`config.mk`:
```
export PLATFORM = sky130hd
export DESIGN_NAME = rsf_reset_source_filter_and_flags
export DESIGN_NICKNAME = d
export VERILOG_FILES = /design/src/inc/rsf_pkg.sv /design/src/logic/rsf_filter.sv /design/src/logic/rsf_reset_source_filter_and_flags.sv
export SDC_FILE = /design/constraint.sdc
export NUM_CORES = 1
export LEC_CHECK = 0
export BUFFER_PORTS_ARGS = -buffer_cell sky130_fd_sc_hd__buf_2
export CAP_MARGIN = 10
export CORE_ASPECT_RATIO = 0.6
export CORE_MARGIN = 4
export CORE_UTILIZATION = 56
export CTS_CLUSTER_DIAMETER = 200
export DETAILED_ROUTE_END_ITERATION = 8
export PLACE_DENSITY = 0.85
export SYNTH_ARGS = -nofsm -noshare
export SYNTH_HDL_FRONTEND = slang
export SYNTH_HIERARCHICAL = 1
export SYNTH_SLANG_ARGS = --single-unit
```
`constraint.sdc`:
```
create_clock -name clk -period 5.25 [get_ports clk]
set_input_delay 0.2625 -clock clk [delete_from_list [all_inputs] [get_ports clk]]
set_output_delay 0.2625 -clock clk [all_outputs]
set_load 0.01 [all_outputs]
```
`src/inc/rsf_pkg.sv`:
```
// constants shared by the reset source filter and flag logic
package rsf_pkg;
  // =====================================================================
  // timing
  localparam int CLK_PERIOD_NS     = 10;
  localparam int PIN_FILTER_US     = 36;
  localparam int PIN_FILTER_CYC    = (PIN_FILTER_US * 1000 + CLK_PERIOD_NS - 1) / CLK_PERIOD_NS;
  localparam int LV_SETTLE_US      = 100;
  localparam int LV_SETTLE_CYC     = (LV_SETTLE_US * 1000 + CLK_PERIOD_NS - 1) / CLK_PERIOD_NS;
  localparam int LV_DEGLITCH_CYC   = 16;
  localparam int CNT_W             = 16;
  // =====================================================================
  // reset-source register layout
  localparam int SRC_W             = 8;
  localparam int SRC_POR_BIT       = 0;
  localparam int SRC_PIN_BIT       = 1;
  localparam int SRC_WDOG_BIT      = 2;
  localparam int SRC_LV_BIT        = 3;
  localparam int SRC_BOD_BIT       = 4;
  localparam int SRC_SYSREQ_BIT    = 5;
  localparam int SRC_CPU_BIT       = 7;
  localparam logic [7:0] SRC_RESET = 8'h00;
  // brownout control register: low-voltage reset enable position
  localparam int BOD_LVEN_BIT      = 7;
  // clock status layout: stable flags bits 4:0, switch fail bit 7
  localparam int CLKST_W           = 8;
  localparam int CLKST_FAIL_BIT    = 7;
  localparam logic [7:0] CLKST_STB_MASK = 8'h1f;
  // configuration fields
  localparam int CFG0_WDOG_BIT     = 31;
  localparam int CFG0_BOOT_BIT     = 7;
  localparam int DFBASE_W          = 20;
  localparam logic [19:0] DFBASE_RESET = 20'h00000;
  // low-voltage state machine
  typedef enum logic [1:0] {
    RSF_LV_OFF    = 2'b00,
    RSF_LV_SETTLE = 2'b01,
    RSF_LV_ACTIVE = 2'b10
  } rsf_lv_type;
endpackage

```
`src/logic/rsf_filter.sv`:
```
// per-input persistence filter: output follows input after it holds N cycles
`timescale 1ns/1ns
module rsf_filter #(
  parameter int                  HOLD = 16,
  parameter logic                INIT = 1'b0
) (
  // clock and reset
  input  wire logic              clk,
  input  wire logic              rst,
  input  wire logic              ce,
  // data
  input  wire logic              din,
  output logic                   dout
);
  import rsf_pkg::*;

  logic [CNT_W-1:0] cnt_r;

  // =====================================================================
  // counter runs while input differs from output; output flips at HOLD
  always_ff @(posedge clk) begin
    if (rst) begin
      cnt_r <= '0;
      dout  <= INIT;
    end else if (ce) begin
      if (din == dout) begin
        cnt_r <= '0;
      end else if (cnt_r == CNT_W'(HOLD - 1)) begin
        cnt_r <= '0;
        dout  <= din;
      end else begin
        cnt_r <= cnt_r + 1'b1;
      end
    end
  end
endmodule

```
`src/logic/rsf_reset_source_filter_and_flags.sv`:
```
// reset generation, source recording and per-source reload logic
//
// How it works
// RULE1 - the reset pin is sampled at any time and asserts reset only after staying low 36 us.
// RULE2 - after a pin reset, reset is held until the pin has stayed high 36 us.
// RULE3 - a pin reset sets the pin-reset flag at bit 1 of the reset-source register.
// RULE4 - while supply rises, reset is held until the power-on detector reports ready.
// RULE5 - a power-on reset sets the power-on flag at bit 0.
// RULE6 - writing 1 clears the power-on flag and writing 0 leaves it.
// RULE7 - setting the low-voltage enable starts a 100 us settle before the function is active.
// RULE8 - when active, reset is asserted only after low supply persists 16 clock cycles.
// RULE9 - after a low-voltage reset, release waits until supply-ok persists 16 cycles.
// RULE10 - each source sets its own reset-source bit; a chip software reset sets bit 0.
// RULE11 - oscillator and PLL stable flags clear only on power-on; switch-fail clears on all but CPU.
// RULE12 - all but system-request and CPU resets reload watchdog, boot select and flash base.
`timescale 1ns/1ns
module rsf_reset_source_filter_and_flags (
  // clock, reset, enable (rst is the power-on detector's not-ready level)
  input  wire logic                          clk,
  input  wire logic                          rst,
  input  wire logic                          ce,
  // reset sources
  input  wire logic                          externalResetPinN,
  input  wire logic                          lowVoltageDetect,
  input  wire logic                          watchdogReset,
  input  wire logic                          brownoutReset,
  input  wire logic                          chipSoftReset,
  input  wire logic                          sysRequestReset,
  input  wire logic                          cpuOnlyReset,
  // controls
  input  wire logic                          lowVoltageResetEnable,
  input  wire logic [rsf_pkg::SRC_W-1:0]     sourceClearMask,
  input  wire logic                          sourceClearStrobe,
  // clock stable inputs
  input  wire logic [rsf_pkg::CLKST_W-1:0]   clockStableSet,
  input  wire logic                          clockSwitchFail,
  // configuration words
  input  wire logic [31:0]                   configurationWordZero,
  input  wire logic [31:0]                   configurationWordOne,
  // outputs
  output logic                               chipReset,
  output logic                               cpuReset,
  output logic                               lowVoltageResetActive,
  output logic [rsf_pkg::SRC_W-1:0]          resetSourceRegister,
  output logic [rsf_pkg::CLKST_W-1:0]        clockStatusRegister,
  output logic                               watchdogEnableBit,
  output logic                               bootSelectBit,
  output logic [rsf_pkg::DFBASE_W-1:0]       dataFlashBaseAddress
);
  import rsf_pkg::*;

  // =====================================================================
  // pin synchroniser: three flops, change counts when stages 2 and 3 agree
  logic pinS1_r, pinS2_r, pinS3_r, pinAgreed_r;
  always_ff @(posedge clk) begin
    if (rst) begin
      pinS1_r     <= 1'b1;
      pinS2_r     <= 1'b1;
      pinS3_r     <= 1'b1;
      pinAgreed_r <= 1'b1;
    end else if (ce) begin
      pinS1_r <= externalResetPinN;
      pinS2_r <= pinS1_r;
      pinS3_r <= pinS2_r;
      if (pinS2_r == pinS3_r) pinAgreed_r <= pinS3_r;
    end
  end

  // detector level through the same synchroniser style
  logic lvS1_r, lvS2_r, lvS3_r, lvAgreed_r;
  always_ff @(posedge clk) begin
    if (rst) begin
      lvS1_r     <= 1'b0;
      lvS2_r     <= 1'b0;
      lvS3_r     <= 1'b0;
      lvAgreed_r <= 1'b0;
    end else if (ce) begin
      lvS1_r <= lowVoltageDetect;
      lvS2_r <= lvS1_r;
      lvS3_r <= lvS2_r;
      if (lvS2_r == lvS3_r) lvAgreed_r <= lvS3_r;
    end
  end

  // =====================================================================
  // pin glitch filter, both edges
  logic pinLowFilt;
  rsf_filter #(.HOLD(PIN_FILTER_CYC), .INIT(1'b0)) uPinFilter (
    .clk  (clk),
    .rst  (rst),
    .ce   (ce),
    .din  (~pinAgreed_r),
    .dout (pinLowFilt)
  ); // RULE1 RULE2

  // =====================================================================
  // low-voltage enable settle sequencer
  rsf_lv_type       lvState_r;
  logic [CNT_W-1:0] settleCnt_r;
  always_ff @(posedge clk) begin
    if (rst) begin
      lvState_r   <= RSF_LV_OFF;
      settleCnt_r <= '0;
    end else if (ce) begin
      case (lvState_r)
        RSF_LV_OFF: begin
          settleCnt_r <= '0;
          if (lowVoltageResetEnable) lvState_r <= RSF_LV_SETTLE;
        end
        RSF_LV_SETTLE: begin
          if (!lowVoltageResetEnable) begin
            lvState_r <= RSF_LV_OFF;
          end else if (settleCnt_r == CNT_W'(LV_SETTLE_CYC - 1)) begin
            lvState_r <= RSF_LV_ACTIVE; // RULE7
          end else begin
            settleCnt_r <= settleCnt_r + 1'b1;
          end
        end
        RSF_LV_ACTIVE: begin
          if (!lowVoltageResetEnable) lvState_r <= RSF_LV_OFF;
        end
        default: lvState_r <= RSF_LV_OFF;
      endcase
    end
  end

  always_ff @(posedge clk) begin
    if (rst) lowVoltageResetActive <= 1'b0;
    else if (ce) lowVoltageResetActive <= (lvState_r == RSF_LV_ACTIVE);
  end

  // low-supply deglitch; gated by active state on entry only
  logic lvLowFilt;
  rsf_filter #(.HOLD(LV_DEGLITCH_CYC), .INIT(1'b0)) uLvFilter (
    .clk  (clk),
    .rst  (rst),
    .ce   (ce),
    .din  (lvAgreed_r),
    .dout (lvLowFilt)
  ); // RULE8 RULE9

  logic lvHold_r;
  always_ff @(posedge clk) begin
    if (rst) lvHold_r <= 1'b0;
    else if (ce) begin
      if (lvLowFilt && lowVoltageResetActive) lvHold_r <= 1'b1; // RULE8
      else if (!lvLowFilt) lvHold_r <= 1'b0; // RULE9
    end
  end

  // =====================================================================
  // chip reset request and rising edges of each source
  logic chipReq, pinPrev_r, lvPrev_r, wdPrev_r, bodPrev_r, chipPrev_r, sysPrev_r, cpuPrev_r;
  assign chipReq = pinLowFilt | lvHold_r | watchdogReset | brownoutReset |
                   chipSoftReset | sysRequestReset;

  always_ff @(posedge clk) begin
    if (rst) begin
      pinPrev_r  <= 1'b0;
      lvPrev_r   <= 1'b0;
      wdPrev_r   <= 1'b0;
      bodPrev_r  <= 1'b0;
      chipPrev_r <= 1'b0;
      sysPrev_r  <= 1'b0;
      cpuPrev_r  <= 1'b0;
    end else if (ce) begin
      pinPrev_r  <= pinLowFilt;
      lvPrev_r   <= lvHold_r;
      wdPrev_r   <= watchdogReset;
      bodPrev_r  <= brownoutReset;
      chipPrev_r <= chipSoftReset;
      sysPrev_r  <= sysRequestReset;
      cpuPrev_r  <= cpuOnlyReset;
    end
  end

  logic evPin, evLv, evWd, evBod, evChip, evSys, evCpu;
  assign evPin  = pinLowFilt & ~pinPrev_r;
  assign evLv   = lvHold_r & ~lvPrev_r;
  assign evWd   = watchdogReset & ~wdPrev_r;
  assign evBod  = brownoutReset & ~bodPrev_r;
  assign evChip = chipSoftReset & ~chipPrev_r;
  assign evSys  = sysRequestReset & ~sysPrev_r;
  assign evCpu  = cpuOnlyReset & ~cpuPrev_r;

  // chip reset held by power-on, then by any chip request (only pin and low-voltage are filtered)
  always_ff @(posedge clk) begin
    if (rst) begin
      chipReset <= 1'b1; // RULE4
      cpuReset  <= 1'b1;
    end else if (ce) begin
      chipReset <= chipReq; // RULE1 RULE2 RULE9
      cpuReset  <= chipReq | cpuOnlyReset;
    end
  end

  // =====================================================================
  // reset-source register; hardware set wins over software clear
  logic [SRC_W-1:0] srcSet, srcNxt;
  always_comb begin
    srcSet                 = '0;
    srcSet[SRC_POR_BIT]    = evChip; // RULE10
    srcSet[SRC_PIN_BIT]    = evPin; // RULE3
    srcSet[SRC_WDOG_BIT]   = evWd;
    srcSet[SRC_LV_BIT]     = evLv;
    srcSet[SRC_BOD_BIT]    = evBod;
    srcSet[SRC_SYSREQ_BIT] = evSys;
    srcSet[SRC_CPU_BIT]    = evCpu;
    srcNxt = resetSourceRegister & ~(sourceClearStrobe ? sourceClearMask : '0); // RULE6
    srcNxt = srcNxt | srcSet;
  end

  always_ff @(posedge clk) begin
    if (rst) begin
      resetSourceRegister              <= SRC_RESET;
      resetSourceRegister[SRC_POR_BIT] <= 1'b1; // RULE5
    end else if (ce) begin
      resetSourceRegister <= srcNxt;
    end
  end

  // =====================================================================
  // clock status: stable bits cleared only at power-on, fail cleared on non-cpu resets
  logic nonCpuEv;
  assign nonCpuEv = evPin | evLv | evWd | evBod | evChip | evSys;
  always_ff @(posedge clk) begin
    if (rst) begin
      clockStatusRegister <= '0; // RULE11
    end else if (ce) begin
      clockStatusRegister <= (clockStatusRegister | (clockStableSet & CLKST_STB_MASK));
      if (nonCpuEv) clockStatusRegister[CLKST_FAIL_BIT] <= 1'b0; // RULE11
      else if (clockSwitchFail) clockStatusRegister[CLKST_FAIL_BIT] <= 1'b1;
    end
  end

  // =====================================================================
  // configuration reload: power-on, pin, watchdog, low-voltage, brownout, chip
  logic reloadEv, reloadPend_r;
  assign reloadEv = evPin | evLv | evWd | evBod | evChip;
  always_ff @(posedge clk) begin
    if (rst) reloadPend_r <= 1'b1;
    else if (ce) reloadPend_r <= reloadEv;
  end

  always_ff @(posedge clk) begin
    if (rst) begin
      watchdogEnableBit    <= 1'b0;
      bootSelectBit        <= 1'b0;
      dataFlashBaseAddress <= DFBASE_RESET;
    end else if (ce && reloadPend_r) begin
      watchdogEnableBit    <= configurationWordZero[CFG0_WDOG_BIT]; // RULE12
      bootSelectBit        <= configurationWordZero[CFG0_BOOT_BIT];
      dataFlashBaseAddress <= configurationWordOne[DFBASE_W-1:0];
    end
  end

  // =====================================================================
  // checks
  // helper for checks: run of consecutive low cycles of the agreed pin level
  logic [CNT_W-1:0] pinLowRun_r;
  always_ff @(posedge clk) begin
    if (rst) begin
      pinLowRun_r <= '0;
    end else if (ce) begin
      if (pinAgreed_r) pinLowRun_r <= '0;
      else if (pinLowRun_r != '1) pinLowRun_r <= pinLowRun_r + 1'b1; // saturates
    end
  end

  a_por_flag_set: assert property (@(posedge clk) $fell(rst) |-> resetSourceRegister[0]) // RULE5
    else $error("power-on flag not set after power-on");
  a_pin_flag_set: assert property (@(posedge clk) disable iff (rst) // RULE3
    (ce && evPin) |=> resetSourceRegister[1])
    else $error("pin flag not set");
  a_por_clear: assert property (@(posedge clk) disable iff (rst) // RULE6
    (ce && sourceClearStrobe && sourceClearMask[0] && !evChip) |=> !resetSourceRegister[0])
    else $error("power-on flag not cleared");
  a_por_keep: assert property (@(posedge clk) disable iff (rst) // RULE6
    (ce && resetSourceRegister[0] && !(sourceClearStrobe && sourceClearMask[0]))
      |=> resetSourceRegister[0])
    else $error("power-on flag lost");
  a_reset_during_por: assert property (@(posedge clk) rst |=> chipReset) // RULE4
    else $error("reset not held during power-on");
  a_lv_settle: assert property (@(posedge clk) disable iff (rst) // RULE7
    $rose(lowVoltageResetActive) |-> $past(settleCnt_r) == CNT_W'(LV_SETTLE_CYC - 1))
    else $error("low-voltage active without settle");
  a_lv_ignore_off: assert property (@(posedge clk) disable iff (rst) // RULE8
    (ce && !lvHold_r && !lowVoltageResetActive) |=> !lvHold_r)
    else $error("low-voltage reset while inactive");
  a_pin_glitch: assert property (@(posedge clk) disable iff (rst) // RULE1
    (ce && $rose(pinLowFilt)) |-> $past(pinLowRun_r) >= CNT_W'(PIN_FILTER_CYC - 1))
    else $error("pin reset without a full filter time low");
  a_chip_follow: assert property (@(posedge clk) disable iff (rst) // RULE2
    (ce && pinLowFilt) |=> chipReset)
    else $error("chip reset not held for pin");
endmodule

```
==> flow_metrics.tcl <==
set metrics [dict create \
    synth_area_leader_cell "dfxtp_1" \
    worstMarginPinSlew_ns 0.916 \
    track_usage 0.242 \
    synth_top_area_share 0.441 \
    clk_pin_slew_ns 0.07 \
    drtAntennaViolNets 0 \
    avgSynthCellArea_um2 8.20 \
    postCtsSetupBuffers 0 \
    coreArea_um2 8520 \
    worstHoldStart "externalResetPinN" \
    root_buffer "clkbuf_16" \
    power_mw 1.63 \
    post-route-period-util 0.455 \
    hold_violations 0 \
    fin_crit_ns 2.39 \
    nets 762 \
    initial_core_util 0.575 \
    grt_remaining_overflow 0 \
    diodes 0 \
    synthTopCellsByArea "dfxtp_1, nand2_1, a21oi_1, a31oi_1, nor2_1" \
    initialDrtViolationCount 507 \
    first_pass_iters 5 \
    clock_skew_ns 0.00649 \
    p_leak_nw 2.23 \
    clockBufferDepth 2 \
    yosysWarnings 6 \
    rows 26 \
    insertion_delay_ns 0.36 \
    ys_seq_area_frac 0.441 \
    ir_worst_vdd_uv 173 \
    htreeDepth 3 \
    antenna_found_initial 0 \
    die_h_um 80.5 \
    crit_required_ns 5.48 \
    ctsResizeCount 0 \
    slew_headroom 0.387 \
    portBuffers 86 \
    setup_viol 0 \
    gp_congestion 0.900 \
    worstSetupEndpointType "register" \
    ys.flop_type "dfxtp_1" \
    cpPeakStageDelay_ns 0.68 \
    syn2layout_area_growth_pct 14.5 \
    netlist_instances 598 \
    route.detailed.drc 0 \
    startpoint "uLvFilter/cnt_r[0]" \
    syn-cell-area_um2 4900 \
    drive_gt1_frac 0.184 \
    fill_cells 713 \
    cts_made_buffers 9 \
    num_vias 4711 \
    wl_um 12300 \
    ys_ff_latch 108 \
    critPathBufInv 0 \
    p_per_area_nw_per_um2 290 \
    hpwl_um 8420 \
    cp_top_family "simple AND/OR/NAND/NOR gates" \
    path_max_fanout 21 \
    grt_pass1_vias 4392 \
    hold_path.class "primary input to register" \
    viasPerCell 6.02 \
    instances_no_fill 782 \
    postSynth.asyncResetShare 0 \
    fin_setup_tns_ns 0 \
    cp.arrival_ns 2.62 \
    yosysUniqueCellTypes 65 \
    tritoncts "built" \
    grt_first_pass_wirelength_um 20500 \
    dp_cells 766 \
    critPathLaunchType "register" \
    slew_violations 0 \
    clock_sinks 108 \
    synth_edf_count 0 \
    hold_buffers 0 \
    outcome "completed" \
    final_core_util 0.659 \
    drv_cap 0 \
    crit_slowest_cell "nand4_1" \
    die_w_um 129 \
    grt_max_degree 68 \
    rsz0062_at_grt "false" \
    crit_type "register to register" \
    fmax_mhz 418 \
    fp.dieArea_um2 10400 \
    crit-reg2reg-launch "uLvFilter/cnt_r[0]" \
    io_pins 134 \
    wl_per_cell_um 15.7 \
    crit_chain "ha_1, and4b_2, nand4_1, nand2_1, o22ai_1" \
]
-- worst paths after layout --
path | end | slack (ns) | cells past startpoint
setup / recovery | uLvFilter/cnt_r[8] | 2.86 | 5
hold / removal | pinS1_r | 0.12 | 3
setup reg to reg | uLvFilter/cnt_r[8] | 2.86 | 5
hold reg to reg | chipReset | 0.45 | 2
-- where the power goes --
group          leakage, nW  total [mW]  switching [mW]  internal [mW]
Clock                0.136       0.652           0.323          0.329
Combinational         1.22       0.123          0.0746         0.0485
Sequential           0.878       0.852          0.0119          0.840
-- worst reg2reg max path, stage by stage, from the launching register on --
cell     delay, ns
dfxtp_1       0.42
ha_1          0.25
and4b_2       0.25
nand4_1       0.68
nand2_1       0.51
o22ai_1       0.16
-- kinds of logic after synthesis --
family	count (synthesis)	share of synthesized area
xor+xnor	4	0.00715
flops	108	0.441
mux	14	0.0299
other cells	1	0.000765
buf+inv	57	0.0531
compound gates	146	0.180
simple gates	265	0.280
fa+ha+maj	3	0.00766
-- final cells by class --
type / count / area [um^2] / area share
Clock inverter: 6 / 58.8 / 0.0105
Timing Repair Buffer: 89 / 453 / 0.0807
Sequential cell: 108 / 2160 / 0.385
Clock buffer: 9 / 225 / 0.0401
Inverter: 24 / 90.1 / 0.0160
Multi-Input combinational cell: 434 / 2480 / 0.442
Tap cell: 112 / 140 / 0.0250
-- state kept, by name, indices dropped and copies added, names as in the netlist, 2 cells and up --
| signal | flops |
|---|---|
| clockStatusRegister | 6 |
| dataFlashBaseAddress | 20 |
| lvState_r | 2 |
| resetSourceRegister | 8 |
| settleCnt_r | 16 |
| uLvFilter/cnt_r | 16 |
| uPinFilter/cnt_r | 16 |
-- metal layers --
metal | share of wire | GRT usage | wire [um] | up-vias
li1 | - | - | - | 2285
met1 | 0.43 | 0.299 | 5260 | 2191
met2 | 0.48 | 0.401 | 5840 | 207
met3 | 0.079 | 0.0791 | 977 | 28
met4 | 0.017 | 0.0776 | 206 | 0
met5 | 0 | 0 | 0 | -
-- cells in the final DEF (no fill, tap or decap), types with 19 or more instances in the layout --
cell type / synthesis / layout
nand2_1: 95 / 95
a31oi_1: 32 / 32
nand3_1: 20 / 20
buf_2: 4 / 86
a21oi_1: 50 / 50
o21ai_0: 20 / 20
nor2_1: 44 / 44
dfxtp_1: 108 / 108
nand4_1: 19 / 19
inv_1: 23 / 23
-- cell usage after synthesis (all sizes together) (2+ instances only) --
| cell | count |
|---|---|
| nand2 | 95 |
| nor3 | 13 |
| o21ai | 26 |
| nand4b | 2 |
| nand2b | 10 |
| a211o | 2 |
| nor2 | 45 |
| and3 | 6 |
| nand3b | 8 |
| o211ai | 8 |
| o41ai | 2 |
| a2bb2oi | 2 |
| mux2i | 12 |
| xnor2 | 3 |
| a31oi | 32 |
| and4 | 3 |
| o31ai | 2 |
| nand3 | 21 |
| a21o | 8 |
| and2 | 3 |
| o22ai | 3 |
| buf | 12 |
| or2 | 4 |
| o21a | 2 |
| mux2 | 2 |
| nor4 | 12 |
| dfxtp | 108 |
| nand4 | 20 |
| a32oi | 2 |
| clkbuf | 21 |
| a22oi | 2 |
| a21oi | 50 |
| or4 | 5 |
| nor2b | 4 |
| inv | 24 |
| or3 | 8 |
| ha | 3 |
-- metrics by stage --
| stage | hold slack, ns | worst slack [ns] | area [um^2] |
|---|---|---|---|
| 2_1_floorplan | 0.332 | 3.37 | 4910 |
| 3_3_place_gp | 0.430 | 3.02 | 5320 |
| 3_5_place_dp | 0.443 | 2.92 | 5320 |
| 4_1_cts | 0.122 | 2.90 | 5610 |
| 5_1_grt | 0.144 | 2.71 | 5610 |
| 6_report | 0.123 | 2.86 | 5610 |
(Power assumes the default switching activity.)
